<file path="src/hdl/rsc_pkg.sv">
// Operation
// - Any active reset source drives the master system reset.
// - Each reset type sets its own cause flag in the status register.
// - Power-on reset clears all flags except brown-out and power-on, set.
// - Software may write flags freely; writing one never causes a reset.
// - Trap conflict resets and sets bit 15; power-on or a software write clears it.
// - Illegal opcode or uninitialised pointer resets, sets bit 14.
// - Configuration mismatch resets and sets bit 9.
// - Master clear pin reset sets bit 7.
// - Software reset instruction resets and sets bit 6.
// - Watchdog time-out sets bit 4; power-saving instruction clears it.
// - Sleep instruction sets bit 3, idle instruction sets bit 2.
// - Sleep with deep-sleep enable set sets bit 10.
// - Bit 1 set by brown-out and power-on; bit 0 by power-on only.
// - Bit 13 turns the brown-out detector on or off; resets to zero.
// - Bit 5 enables the watchdog; the fuse forces it on.
// - Bit 8 keeps memory bias on in sleep; clear puts regulator standby.
// - With switching on, power-on/brown-out use fuses or fast RC on two-speed, others keep current.
// - With switching off, reset clock source comes from fuses, except fast RC on two-speed cold starts.
// - Power-on delay plus timer after power-on; timer only after brown-out.
// - Power-up timer lasts 64 ms when enabled, zero when disabled.
// - Crystal start-up counter of 10 bits counts 1024 oscillator periods.
// - Oscillator start-up runs beside reset delay; run needs both done.
// - Two-speed start-up starts on the fast internal RC oscillator.
// - Software brown-out control acts only when the fuse field is 01.
package rsc_pkg;
    // ********************************************************************
    // Timing
    // ********************************************************************
    localparam int CLK_PERIOD_NS = 20;
    localparam int POWER_UP_TIMER_MS = 64;
    localparam int POWER_UP_TIMER_CYCLES = POWER_UP_TIMER_MS * 1000000 / CLK_PERIOD_NS;
    localparam int POR_DELAY_NS = 2000;
    localparam int POR_CYCLES = (POR_DELAY_NS + CLK_PERIOD_NS - 1)
        / CLK_PERIOD_NS;
    localparam int TIMER_W = 22;
    localparam int OST_W = 10;
    localparam logic [OST_W-1:0] OST_LAST = 10'h3ff;
    // ********************************************************************
    // Register map and fields
    // ********************************************************************
    localparam logic [7:0] ADDR_RESET_CAUSE = 8'h00;
    localparam logic [15:0] RESET_CAUSE_POR = 16'h0003;
    localparam logic [15:0] RESET_CAUSE_WMASK = 16'hf7ff;
    localparam int BIT_TRAP = 15;
    localparam int BIT_ILLOP = 14;
    localparam int BIT_SOFT_BROWNOUT_ENABLE = 13;
    localparam int BIT_LVR = 12;
    localparam int BIT_DSLP = 10;
    localparam int BIT_CFGM = 9;
    localparam int BIT_PROGRAM_MEMORY_SLEEP_POWER = 8;
    localparam int BIT_PIN = 7;
    localparam int BIT_SWR = 6;
    localparam int BIT_SOFT_WATCHDOG_ENABLE = 5;
    localparam int BIT_WATCHDOG_TIMEOUT_FLAG = 4;
    localparam int BIT_SLEEP = 3;
    localparam int BIT_IDLE = 2;
    localparam int BIT_BOR = 1;
    localparam int BIT_POR = 0;
    localparam logic [1:0] BROWNOUT_ENABLE_FUSE_SOFT = 2'h1;
    localparam logic [1:0] BROWNOUT_ENABLE_FUSE_OFF = 2'h0;
    localparam logic [2:0] OSC_SEL_FAST_RC = 3'h0;
    // ********************************************************************
    // Reset sequencer states, Gray coded from power-on wait through run to hold
    // ********************************************************************
    typedef enum logic [1:0] {
        ST_POR_WAIT = 2'h0,
        ST_DELAY = 2'h1,
        ST_RUN = 2'h3,
        ST_HOLD = 2'h2
    } rsc_state_e;
endpackage

</file>
<file path="src/hdl/rsc_seq_if.sv">
`timescale 1ns/10ps
`default_nettype none
// Links the sequencer with its delay timer and oscillator start counter
interface rsc_seq_if;
    logic load;
    logic [rsc_pkg::TIMER_W-1:0] load_val;
    logic done;
    logic osc_start;
    logic osc_crystal;
    logic osc_tick;
    logic osc_ready;
    modport timer (input load, input load_val, output done);
    modport osc (input osc_start, input osc_crystal, input osc_tick,
        output osc_ready);
    modport ctl (output load, output load_val, output osc_start,
        output osc_crystal, output osc_tick, input done, input osc_ready);
endinterface
`default_nettype wire

</file>
<file path="src/hdl/rsc_delay_timer.sv">
`timescale 1ns/10ps
`default_nettype none
module rsc_delay_timer (
    input wire logic clk_i,
    input wire logic rst_i,
    rsc_seq_if.timer seq
);
    logic [rsc_pkg::TIMER_W-1:0] count_q;

    // ********************************************************************
    // Down counter; a zero load means no delay at all
    // ********************************************************************
    always_ff @(posedge clk_i) begin
        if (rst_i) begin
            count_q <= '0;
        end else if (seq.load) begin
            count_q <= seq.load_val;
        end else if (count_q != '0) begin
            count_q <= count_q - 1'b1;
        end
    end

    // Load takes precedence so a fresh reset restarts the wait
    assign seq.done = (count_q == '0) && !seq.load;
endmodule // rsc_delay_timer
`default_nettype wire

</file>
<file path="src/hdl/rsc_osc_startup.sv">
`timescale 1ns/10ps
`default_nettype none
module rsc_osc_startup (
    input wire logic clk_i,
    input wire logic rst_i,
    rsc_seq_if.osc seq
);
    logic [rsc_pkg::OST_W-1:0] count_q;
    logic running_q;
    logic ready_q;

    // ********************************************************************
    // Crystal start-up: 1024 oscillator periods before release
    // ********************************************************************
    always_ff @(posedge clk_i) begin
        if (rst_i) begin
            count_q <= '0;
            running_q <= 1'b0;
            ready_q <= 1'b0;
        end else if (seq.osc_start) begin
            count_q <= '0;
            running_q <= seq.osc_crystal;
            ready_q <= !seq.osc_crystal;
        end else if (running_q && seq.osc_tick) begin
            count_q <= count_q + 1'b1;
            if (count_q == rsc_pkg::OST_LAST) begin
                running_q <= 1'b0;
                ready_q <= 1'b1;
            end
        end
    end

    assign seq.osc_ready = ready_q;
endmodule // rsc_osc_startup
`default_nettype wire

</file>
<file path="src/hdl/rsc_top.sv">
`timescale 1ns/10ps
`default_nettype none
module rsc_top #(
    parameter int POWER_UP_TIMER_CYCLES = rsc_pkg::POWER_UP_TIMER_CYCLES
) (
    input wire logic clk_i,
    input wire logic rst_i,
    // Reset and event sources
    input wire logic pin_reset_i,
    input wire logic soft_reset_i,
    input wire logic watchdog_timeout_i,
    input wire logic brownout_i,
    input wire logic trap_conflict_i,
    input wire logic illegal_op_i,
    input wire logic config_mismatch_i,
    input wire logic power_saving_instruction_sleep_i,
    input wire logic power_saving_instruction_idle_i,
    input wire logic deep_sleep_enable_i,
    // Configuration fuses and straps
    input wire logic clock_switch_enable_i,
    input wire logic two_speed_enable_i,
    input wire logic power_up_timer_enable_i,
    input wire logic watchdog_enable_fuse_i,
    input wire logic [1:0] brownout_enable_fuse_i,
    input wire logic [2:0] oscillator_select_fuse_i,
    input wire logic [2:0] current_oscillator_i,
    // Oscillator status
    input wire logic primary_is_crystal_i,
    input wire logic osc_tick_i,
    input wire logic pll_locked_i,
    // Wishbone slave
    input wire logic wb_cyc_i,
    input wire logic wb_stb_i,
    input wire logic wb_we_i,
    input wire logic [7:0] wb_adr_i,
    input wire logic [3:0] wb_sel_i,
    input wire logic [31:0] wb_dat_i,
    output logic [31:0] wb_dat_o,
    output logic wb_ack_o,
    // Outputs to core and peripherals
    output logic master_system_reset_o,
    output logic code_run_o,
    output logic [2:0] reset_osc_select_o,
    output logic brownout_detector_on_o,
    output logic watchdog_enable_o,
    output logic program_memory_sleep_power_o,
    output logic regulator_standby_sleep_o,
    output logic low_voltage_regulator_select_o
);
    // ********************************************************************
    // Declarations
    // ********************************************************************
    localparam logic [rsc_pkg::TIMER_W-1:0] POWER_UP_TIMER_LOAD =
        rsc_pkg::TIMER_W'(POWER_UP_TIMER_CYCLES);
    localparam logic [rsc_pkg::TIMER_W-1:0] POR_LOAD =
        rsc_pkg::TIMER_W'(rsc_pkg::POR_CYCLES);

    rsc_seq_if seq ();
    rsc_pkg::rsc_state_e state_q;
    rsc_pkg::rsc_state_e state_d;
    logic [15:0] cause_q;
    logic [15:0] cause_d;
    logic [15:0] hw_set;
    logic [15:0] wr_mask;
    logic [15:0] cause_rd;
    logic bor_active;
    logic bor_seen_q;
    logic detector_on;
    logic src_any;
    logic bus_req;
    logic bus_wr;
    logic hit_cause;
    logic enter_delay;
    logic cold_start;
    logic [rsc_pkg::TIMER_W-1:0] power_up_timer_val;
    logic [2:0] osc_sel_d;
    logic [2:0] osc_sel_q;
    logic master_system_reset_q;
    logic run_q;
    logic [31:0] rd_q;
    logic ack_q;
    logic det_q;
    logic wdt_q;
    logic pm_q;
    logic stby_q;
    logic lvr_q;

    // ********************************************************************
    // Submodules
    // ********************************************************************
    rsc_delay_timer u_timer (
        .clk_i(clk_i),
        .rst_i(rst_i),
        .seq(seq.timer)
    );

    rsc_osc_startup u_ost (
        .clk_i(clk_i),
        .rst_i(rst_i),
        .seq(seq.osc)
    );

    // ********************************************************************
    // Brown-out detector enable
    // ********************************************************************
    // The software control only counts in the soft fuse mode
    always_comb begin
        if (brownout_enable_fuse_i == rsc_pkg::BROWNOUT_ENABLE_FUSE_SOFT) begin
            detector_on = cause_q[rsc_pkg::BIT_SOFT_BROWNOUT_ENABLE];
        end else begin
            detector_on = brownout_enable_fuse_i != rsc_pkg::BROWNOUT_ENABLE_FUSE_OFF;
        end
    end

    // A brown-out is ignored while the detector is off
    assign bor_active = brownout_i && detector_on;

    // Any active source holds the system in reset
    assign src_any = pin_reset_i | soft_reset_i | watchdog_timeout_i
        | bor_active | trap_conflict_i | illegal_op_i
        | config_mismatch_i;

    // ********************************************************************
    // Reset sequencer
    // ********************************************************************
    // Power-up timer is skipped entirely when not enabled
    assign power_up_timer_val = power_up_timer_enable_i ? POWER_UP_TIMER_LOAD : '0;

    always_comb begin
        state_d = state_q;
        enter_delay = 1'b0;
        case (state_q)
            rsc_pkg::ST_POR_WAIT: begin
                enter_delay = 1'b1;
                state_d = rsc_pkg::ST_DELAY;
            end
            rsc_pkg::ST_DELAY: begin
                if (src_any) begin
                    state_d = rsc_pkg::ST_HOLD;
                end else if (seq.done) begin
                    state_d = rsc_pkg::ST_RUN;
                end
            end
            rsc_pkg::ST_RUN: begin
                if (src_any) begin
                    state_d = rsc_pkg::ST_HOLD;
                end
            end
            rsc_pkg::ST_HOLD: begin
                if (!src_any) begin
                    enter_delay = 1'b1;
                    state_d = rsc_pkg::ST_DELAY;
                end
            end
            default: begin
                state_d = rsc_pkg::ST_POR_WAIT;
            end
        endcase
    end

    // Power-on and brown-out are the cold starts that reload fuses
    assign cold_start = (state_q == rsc_pkg::ST_POR_WAIT) || bor_seen_q;

    always_ff @(posedge clk_i) begin
        if (rst_i) begin
            state_q <= rsc_pkg::ST_POR_WAIT;
        end else begin
            state_q <= state_d;
        end
    end

    // Remember a brown-out seen while held, it picks the delay
    always_ff @(posedge clk_i) begin
        if (rst_i) begin
            bor_seen_q <= 1'b0;
        end else if (bor_active) begin
            bor_seen_q <= 1'b1;
        end else if (enter_delay) begin
            bor_seen_q <= 1'b0;
        end
    end

    // Delay loads: power-on adds its own delay, brown-out only the timer
    always_comb begin
        seq.load = enter_delay;
        if (state_q == rsc_pkg::ST_POR_WAIT) begin
            seq.load_val = POR_LOAD + power_up_timer_val;
        end else if (bor_seen_q) begin
            seq.load_val = power_up_timer_val;
        end else begin
            seq.load_val = '0;
        end
    end

    // ********************************************************************
    // Clock source selection at reset
    // ********************************************************************
    always_comb begin
        if (!clock_switch_enable_i || cold_start) begin
            osc_sel_d = oscillator_select_fuse_i;
        end else begin
            osc_sel_d = current_oscillator_i;
        end
        if (cold_start && two_speed_enable_i) begin
            osc_sel_d = rsc_pkg::OSC_SEL_FAST_RC;
        end
    end

    always_ff @(posedge clk_i) begin
        if (rst_i) begin
            osc_sel_q <= rsc_pkg::OSC_SEL_FAST_RC;
        end else if (enter_delay) begin
            osc_sel_q <= osc_sel_d;
        end
    end

    // Start-up counter starts with a cold-start delay, so both run side by side
    assign seq.osc_start = enter_delay && cold_start;
    assign seq.osc_crystal = primary_is_crystal_i;
    assign seq.osc_tick = osc_tick_i;

    // ********************************************************************
    // Reset and run outputs
    // ********************************************************************
    // Registered so every consumer leaves reset on the same edge
    always_ff @(posedge clk_i) begin
        if (rst_i) begin
            master_system_reset_q <= 1'b1;
        end else begin
            master_system_reset_q <= (state_d != rsc_pkg::ST_RUN);
        end
    end

    // Code runs only once reset delay and clock start-up both finish
    always_ff @(posedge clk_i) begin
        if (rst_i) begin
            run_q <= 1'b0;
        end else begin
            run_q <= (state_d == rsc_pkg::ST_RUN) && seq.osc_ready
                && pll_locked_i;
        end
    end

    // ********************************************************************
    // Reset cause and control register
    // ********************************************************************
    always_comb begin
        hw_set = '0;
        hw_set[rsc_pkg::BIT_TRAP] = trap_conflict_i;
        hw_set[rsc_pkg::BIT_ILLOP] = illegal_op_i;
        hw_set[rsc_pkg::BIT_CFGM] = config_mismatch_i;
        hw_set[rsc_pkg::BIT_PIN] = pin_reset_i;
        hw_set[rsc_pkg::BIT_SWR] = soft_reset_i;
        hw_set[rsc_pkg::BIT_WATCHDOG_TIMEOUT_FLAG] = watchdog_timeout_i;
        hw_set[rsc_pkg::BIT_SLEEP] = power_saving_instruction_sleep_i;
        hw_set[rsc_pkg::BIT_IDLE] = power_saving_instruction_idle_i;
        hw_set[rsc_pkg::BIT_DSLP] = power_saving_instruction_sleep_i
            && deep_sleep_enable_i;
        hw_set[rsc_pkg::BIT_BOR] = bor_active;
    end

    assign bus_req = wb_cyc_i && wb_stb_i && !ack_q;
    assign hit_cause = wb_adr_i == rsc_pkg::ADDR_RESET_CAUSE;
    assign bus_wr = bus_req && wb_we_i && hit_cause;
    assign wr_mask = {{8{wb_sel_i[1]}}, {8{wb_sel_i[0]}}}
        & rsc_pkg::RESET_CAUSE_WMASK;

    // Order: software write, then power-saving clear, then hardware set
    always_comb begin
        cause_d = cause_q;
        if (bus_wr) begin
            cause_d = (cause_q & ~wr_mask)
                | (wb_dat_i[15:0] & wr_mask);
        end
        if (power_saving_instruction_sleep_i || power_saving_instruction_idle_i) begin
            cause_d[rsc_pkg::BIT_WATCHDOG_TIMEOUT_FLAG] = 1'b0;
        end
        cause_d = cause_d | hw_set;
    end

    // Power-on sets only the two low flags; writes never cause a reset
    always_ff @(posedge clk_i) begin
        if (rst_i) begin
            cause_q <= rsc_pkg::RESET_CAUSE_POR;
        end else begin
            cause_q <= cause_d;
        end
    end

    // Software brown-out bit reads zero outside the soft fuse mode
    always_comb begin
        cause_rd = cause_q;
        if (brownout_enable_fuse_i != rsc_pkg::BROWNOUT_ENABLE_FUSE_SOFT) begin
            cause_rd[rsc_pkg::BIT_SOFT_BROWNOUT_ENABLE] = 1'b0;
        end
    end

    // ********************************************************************
    // Wishbone slave: one wait-free cycle, unmapped reads give zero
    // ********************************************************************
    always_ff @(posedge clk_i) begin
        if (rst_i) begin
            ack_q <= 1'b0;
        end else begin
            ack_q <= bus_req;
        end
    end

    always_ff @(posedge clk_i) begin
        if (rst_i) begin
            rd_q <= '0;
        end else if (bus_req && !wb_we_i && hit_cause) begin
            rd_q <= {16'h0000, cause_rd};
        end else begin
            rd_q <= '0;
        end
    end

    // ********************************************************************
    // Control outputs
    // ********************************************************************
    // Fuse forces the watchdog on whatever software wrote
    always_ff @(posedge clk_i) begin
        if (rst_i) begin
            det_q <= 1'b0;
            wdt_q <= 1'b0;
            pm_q <= 1'b0;
            stby_q <= 1'b0;
            lvr_q <= 1'b0;
        end else begin
            det_q <= detector_on;
            wdt_q <= watchdog_enable_fuse_i
                || cause_q[rsc_pkg::BIT_SOFT_WATCHDOG_ENABLE];
            pm_q <= cause_q[rsc_pkg::BIT_PROGRAM_MEMORY_SLEEP_POWER];
            stby_q <= !cause_q[rsc_pkg::BIT_PROGRAM_MEMORY_SLEEP_POWER];
            lvr_q <= cause_q[rsc_pkg::BIT_LVR];
        end
    end

    assign master_system_reset_o = master_system_reset_q;
    assign code_run_o = run_q;
    assign reset_osc_select_o = osc_sel_q;
    assign brownout_detector_on_o = det_q;
    assign watchdog_enable_o = wdt_q;
    assign program_memory_sleep_power_o = pm_q;
    assign regulator_standby_sleep_o = stby_q;
    assign low_voltage_regulator_select_o = lvr_q;
    assign wb_dat_o = rd_q;
    assign wb_ack_o = ack_q;
endmodule // rsc_top
`default_nettype wire

</file>
<file path="config.mk">
export PLATFORM = sky130hd
export DESIGN_NAME = rsc_top
export DESIGN_NICKNAME = d
export VERILOG_FILES = /design/src/hdl/rsc_pkg.sv /design/src/hdl/rsc_seq_if.sv /design/src/hdl/rsc_delay_timer.sv /design/src/hdl/rsc_osc_startup.sv /design/src/hdl/rsc_top.sv
export SDC_FILE = /design/constraint.sdc
export NUM_CORES = 1
export LEC_CHECK = 0
export BUFFER_PORTS_ARGS = -buffer_cell sky130_fd_sc_hd__buf_2
export CORE_ASPECT_RATIO = 1.4
export CORE_MARGIN = 1
export CORE_UTILIZATION = 30
export CTS_CLUSTER_SIZE = 24
export DETAILED_ROUTE_END_ITERATION = 8
export PLACE_DENSITY = 0.53
export SYNTH_ARGS = -nofsm -noshare
export SYNTH_HDL_FRONTEND = slang
export SYNTH_HIERARCHICAL = 1
export SYNTH_SLANG_ARGS = --single-unit
</file>
<file path="constraint.sdc">
create_clock -name clk_i -period 6.6 [get_ports clk_i]
set_clock_uncertainty 0.2 [all_clocks]
set_input_delay 0.99 -clock clk_i [delete_from_list [all_inputs] [get_ports clk_i]]
set_output_delay 0.99 -clock clk_i [all_outputs]
set_load 0.05 [all_outputs]
</file>
* Yosys cells after proc, flatten, opt, wreduce, memory -nomap -nowiden
Cells that the tools add are included.
Storage, ports and cells: register bits after elaboration 96, bits of input ports 74, output and inout port bits 43, word-level logic and storage cells 104
Cells by class: $add $sub $neg 3, equal/unequal tests 8, mux-type cells 25, bitwise logic cells 12, reduce and logical (&&, ||, !) cells 37
Operators with widths (count):
- 22-bit two-way mux | 5
- 16-bit bitwise AND | 2
- 16-bit bitwise OR | 2
- 7-bit by 22-bit adder with 22-bit output (first input constant) | 1
- 22-bit zero test | 1
- 22-bit nonzero test | 1
- 22-bit by 1-bit subtractor with 22-bit output (second input constant) | 1
- 16-bit two-way mux | 1
- 16-bit NOT | 1
- 1-bit logical AND | 14
- 1-bit two-way mux | 11
- 10-bit by 1-bit adder with 10-bit output (second input constant) | 1
- 10-bit equality test (second input constant) | 1
- 2-bit nonzero test | 5
- 8-bit zero test | 1
- 2-bit two-way mux | 4
- 2-bit case mux with 4 select lines | 1
- 2-bit equality test (second input constant) | 3
- 1-bit zero test | 6
- 3-bit two-way mux | 2
- 1-bit bitwise OR | 6
- 2-bit by 1-bit equality test with 1-bit output (second input constant) | 2
- 1-bit logical OR | 4
- 2-bit OR reduction | 2
- 7 further kinds | 7

* Depth between registers and ports, before layout
depth after elaboration 17, gate-level depth with buffers 9, depth with buffers taken out 8

* Hierarchy
Netlist, hierarchy kept.
Modules (own cells, without submodules):
- rsc_top | times used 1, cells an instance 175, area an instance 1714.1 um^2, sequential area each 880.8 um^2
- rsc_delay_timer | times used 1, cells an instance 155, area an instance 1291.2 um^2, sequential area each 440.4 um^2
- rsc_osc_startup | times used 1, cells an instance 64, area an instance 561.8 um^2, sequential area each 240.2 um^2

* Worst setup path after synthesis
No wires, ideal clock.
kind in2reg, start point in trap_conflict_i, end point reg u_timer/count_q[14] in the netlist's numbering, setup time 115 ps, arrival 3366 ps, required time 6285 ps, path slack 2919 ps, cell stages on the path 8, buffers on the path 3, path through or4_4 -> a2111o_1 -> a21oi_4 -> clkbuf_1 -> clkbuf_1 -> clkbuf_1 -> mux2i_1 -> nor2_1
On the way: word-level cells in the longest chain between the ends 6, elaborated cells on any way between the ends 7, those cells by class mux (3); bitwise (3); reduce/logical (1)
Ends and longest elaborated chain:
- start, declared | RTL line rsc_top.sv:13 | input wire logic trap_conflict_i,
- 1-bit bitwise OR * (2 in a row) | RTL line rsc_top.sv:120 | | bor_active | trap_conflict_i | illegal_op_i
- 1-bit bitwise OR * | RTL line rsc_top.sv:121 | | config_mismatch_i;
- 1-bit two-way mux * | RTL line rsc_top.sv:150 | if (!src_any) begin
- 1-bit case mux with 2 select lines * | RTL line rsc_top.sv:132 | case (state_q)
- named net enter_delay | RTL line rsc_top.sv:73 | logic enter_delay;
- 22-bit two-way mux / 2-bit nonzero test (equally long branches)
- end signal, assigned | RTL line rsc_delay_timer.sv:17 | count_q <= seq.load_val;
- end signal, assigned | RTL line rsc_delay_timer.sv:19 | count_q <= count_q - 1'b1;
- end, declared | RTL line rsc_delay_timer.sv:8 | logic [rsc_pkg::TIMER_W-1:0] count_q;
The timed path passes the listed nets; every way through them passes the cells marked *. A chain may end at the register's enable or synchronous reset.

* Worst setup path in the final report
start point in trap_conflict_i, end point reg u_timer/count_q[8] in the netlist's numbering
Same word-level chain as after synthesis.

==> flow_summary_export.csv <==
group,metric,value,unit
status,status,"complete, no violations",
grt,grt_pass1_wl,12.79,mm
cts,cts-buffers-inserted,9,
cts,cts_setup_buffers,0,
synth,synth_area_leader_cell,"dfxtp_1",
sta,finalMaxSlewViolations,0,
cts,holdBufCountCts,0,
setup_path,worstSetupPathType,"input pin to flip-flop",
sta,relSlewSlack,43.36,%
floorplan,fp.dieArea,12340,um^2
synth,synth_top_area_share,43.77,%
routing,dr.pass1.iters,4,
synth,yosys_register_bits,78,
synth,yosys_warnings,6,
pwr,combPwrFrac,18.1,%
synth,synthFlopType,"dfxtp_1",
setup_path,endpoint_kind,"flip-flop",
cts,cts_tree,"built",
synth,synthDistinctLibCells,62,
grt,grt_pass1_vias,2749,
pwr,powerDensity,281.8,nW/um^2
pwr,p_total,1.228,mW
cts,cts.reportedPaths.clkPinSlew,0.06,ns
cts,cts_num_sinks,78,
place,numPlacedInstances,618,
pwr,clkPwrFrac,38.9,%
floorplan,pin_count,117,
synth,synthesis.area,3567,um^2
floorplan,die_y,131.0,um
synth,seq_area_frac_synth,43.77,%
sta,tightest_slew,0.8432,ns
setup_path,crit_arrival,3.68,ns
routing,via_per_inst,4.711,
routing,drc_errors,0,
sta,rsz0062_at_grt,"false",
pwr,seq_power_share,43.1,%
final_layout,num_antenna_cells,0,
cts,insertion_delay,0.33,ns
setup_path,slowest_delay,0.55,ns
cts,ctsLongestPathBuffers,2,
synth,yosysMostFrequentCell,"dfxtp_1",
setup_path,startpoint,"trap_conflict_i",
sta,finalSetupTns,0,ns
pwr,p_switching,379.5,uW
grt,grtUsageTotal,13.30,%
floorplan,die_x,94.16,um
sta,min_period,3.673,ns
final_layout,stdcell_count,634,
grt,grt_start_max_net_pins,48,
synth,synth_common_cells,"78 x dfxtp_1, 33 x nor2_1, 25 x a21oi_1",
place,routabilityCongestion,0.7185,
place,hpwl,5.821,mm
synth,synth-edff-count,0,
min_path,min_path_type,"flip-flop to flip-flop",
sta,clock.fmax,0.2723,GHz
min_path,hold_start,"cause_q[2]$_SDFF_PP0_",
floorplan,core_area,11450,um^2
sta,setup_viol,0,
cts,root_buffer,"clkbuf_16",
sta,period_share,55.65,%
synth,ys_async_sr_fraction,0,%
synth,syn_area_per_cell,9.054,um^2
grt,antenna_found_initial,0,
final_layout,nets,561,
synth,synth_area_leaders,"dfxtp_1 44%, mux2i_1 4.8%, buf_4 3.6%",
routing,detail-route-antenna-nets,0,
cts,ctsResizeCount,0,
pwr,peakVddDrop,0.1174,mV
final_layout,drive_gt1_share,22.45,%
run,cap_violations,0,
final_layout,area.growth.synth_to_final,22.17,%
setup_path,r2r-start,"u_timer/count_q[0]$_SDFFE_PP0N_",
place,numPortBuffers,80,
cts,htreeDepth,3,
final_layout,utilization,38.05,%
setup_path,cp_slowest_cell,"or4_4",
setup_path,path_cells,"buf_2 > or4_4 > a2111o_1 > a21oi_4 > buf_4 > a31oi_1 > o21ba_1 > a2111oi_0",
routing,drt_iter0_markers,98,
pwr,p_leak,1.941,nW
synth,synthCells,394,
pwr,p_int,848.8,uW
pwr,sw_frac_of_total,30.90,%
floorplan,initial_utilization,31.14,%
setup_path,critical_path.max_fanout,31,
routing,wl_per_cell,12.61,um
final_layout,final_cell_area,4358,um^2
place,place_area,4069,um^2
floorplan,rows,46,
setup_path,required,6.61,ns
routing,wl,7.994,mm
grt,overflow,0,
setup_path,startpoint_type,"input pin",
sta,hold_violations,0,
routing,vias,2987,
==> power groups by stage <==
| stage | combinational, mW | sequential, mW | clock, mW |
|---|---|---|---|
| 2_1_floorplan | 0.166 | 0.546 | 0 |
| 3_3_place_gp | 0.219 | 0.537 | 0 |
| 3_5_place_dp | 0.223 | 0.539 | 0 |
| 4_1_cts | 0.224 | 0.529 | 0.491 |
| 5_1_grt | 0.248 | 0.534 | 0.509 |
| 6_report | 0.222 | 0.529 | 0.478 |
==> critical path: cells and delay by family <==
family                 cells  cell delay (ns)
buffers and inverters      2             0.53
AOI/OAI and AO/OA          5             1.61
and+or+nand+nor            1             0.55
==> path summary, 6_finish.rpt <==
kind                                                         end  slack, ns  cells past startpoint
worst min-delay path                      wb_dat_o[2]$_SDFF_PP0_       0.25                      1
worst max register to register  u_timer/count_q[18]$_SDFFE_PP0N_       3.24                      7
worst min register to register            wb_dat_o[2]$_SDFF_PP0_       0.25                      1
worst max-delay path             u_timer/count_q[8]$_SDFFE_PP0N_       2.93                      8
==> per-stage QoR <==
step | hold slack [ns] | setup slack, ns
floorplan | 0.2099 | 2.919
global placement | 0.2342 | 2.652
detailed placement | 0.2363 | 2.578
CTS | 0.2508 | 2.894
global route | 0.2767 | 2.716
finish | 0.2510 | 2.927
==> metal layers <==
metal | share of wire, % | vias to the layer above | track usage, % | wire length [um]
met5 | 0 | - | 0 | 0
li1 | - | 1542 | - | -
met2 | 52 | 65 | 24.04 | 4132
met1 | 43 | 1373 | 14.58 | 3400
met4 | 1.3 | 0 | 5.701 | 102
met3 | 4.5 | 7 | 3.356 | 359
==> kinds of logic after synthesis <==
| kind of cell | Yosys count | synth area share (%) |
|---|---|---|
| buf+inv | 50 | 7.786 |
| mux | 17 | 4.770 |
| xor+xnor | 10 | 2.455 |
| simple gates | 153 | 24.41 |
| fa+ha+maj | 2 | 0.7014 |
| flops | 78 | 43.77 |
| other cells | 1 | 0.1051 |
| compound gates | 83 | 16.00 |
==> cells in the final DEF, fill, tap and decap left out, drive strengths merged, types with 4 or more instances in the layout <==
cell,instances
o21ai,10
nor2,33
o31ai,7
mux2i,17
inv,21
nand4,7
nand2b,6
nand3,5
a31oi,4
a21oi,27
or2,5
buf,83
a22oi,5
nor3,17
clkbuf,9
and2,19
dfxtp,78
or4,9
or3,4
nor2b,7
a211oi,8
conb,31
nor4,7
o211a,4
nand2,20
xor2,5
xnor2,5
==> flip-flops by register name, indices dropped and copies added (netlist names), 2 cells and up, named ones only <==
| name | flops |
|---|---|
| u_timer/count_q | 22 |
| reset_osc_select_o | 3 |
| wb_dat_o | 15 |
| u_ost/count_q | 10 |
| cause_q | 10 |
| state_q | 2 |
==> final cells by class <==
cell class              instances  area [um^2]
inverters                      17        63.81
repair buffers                 83        422.9
clock buffers                   9        225.2
well taps                     144        180.2
fillers                      1172         7096
multi-input cells             296         1841
clock inverters                 7        63.81
flip-flops and latches         78         1562
Note: power is estimated with default switching activity, not from simulation.
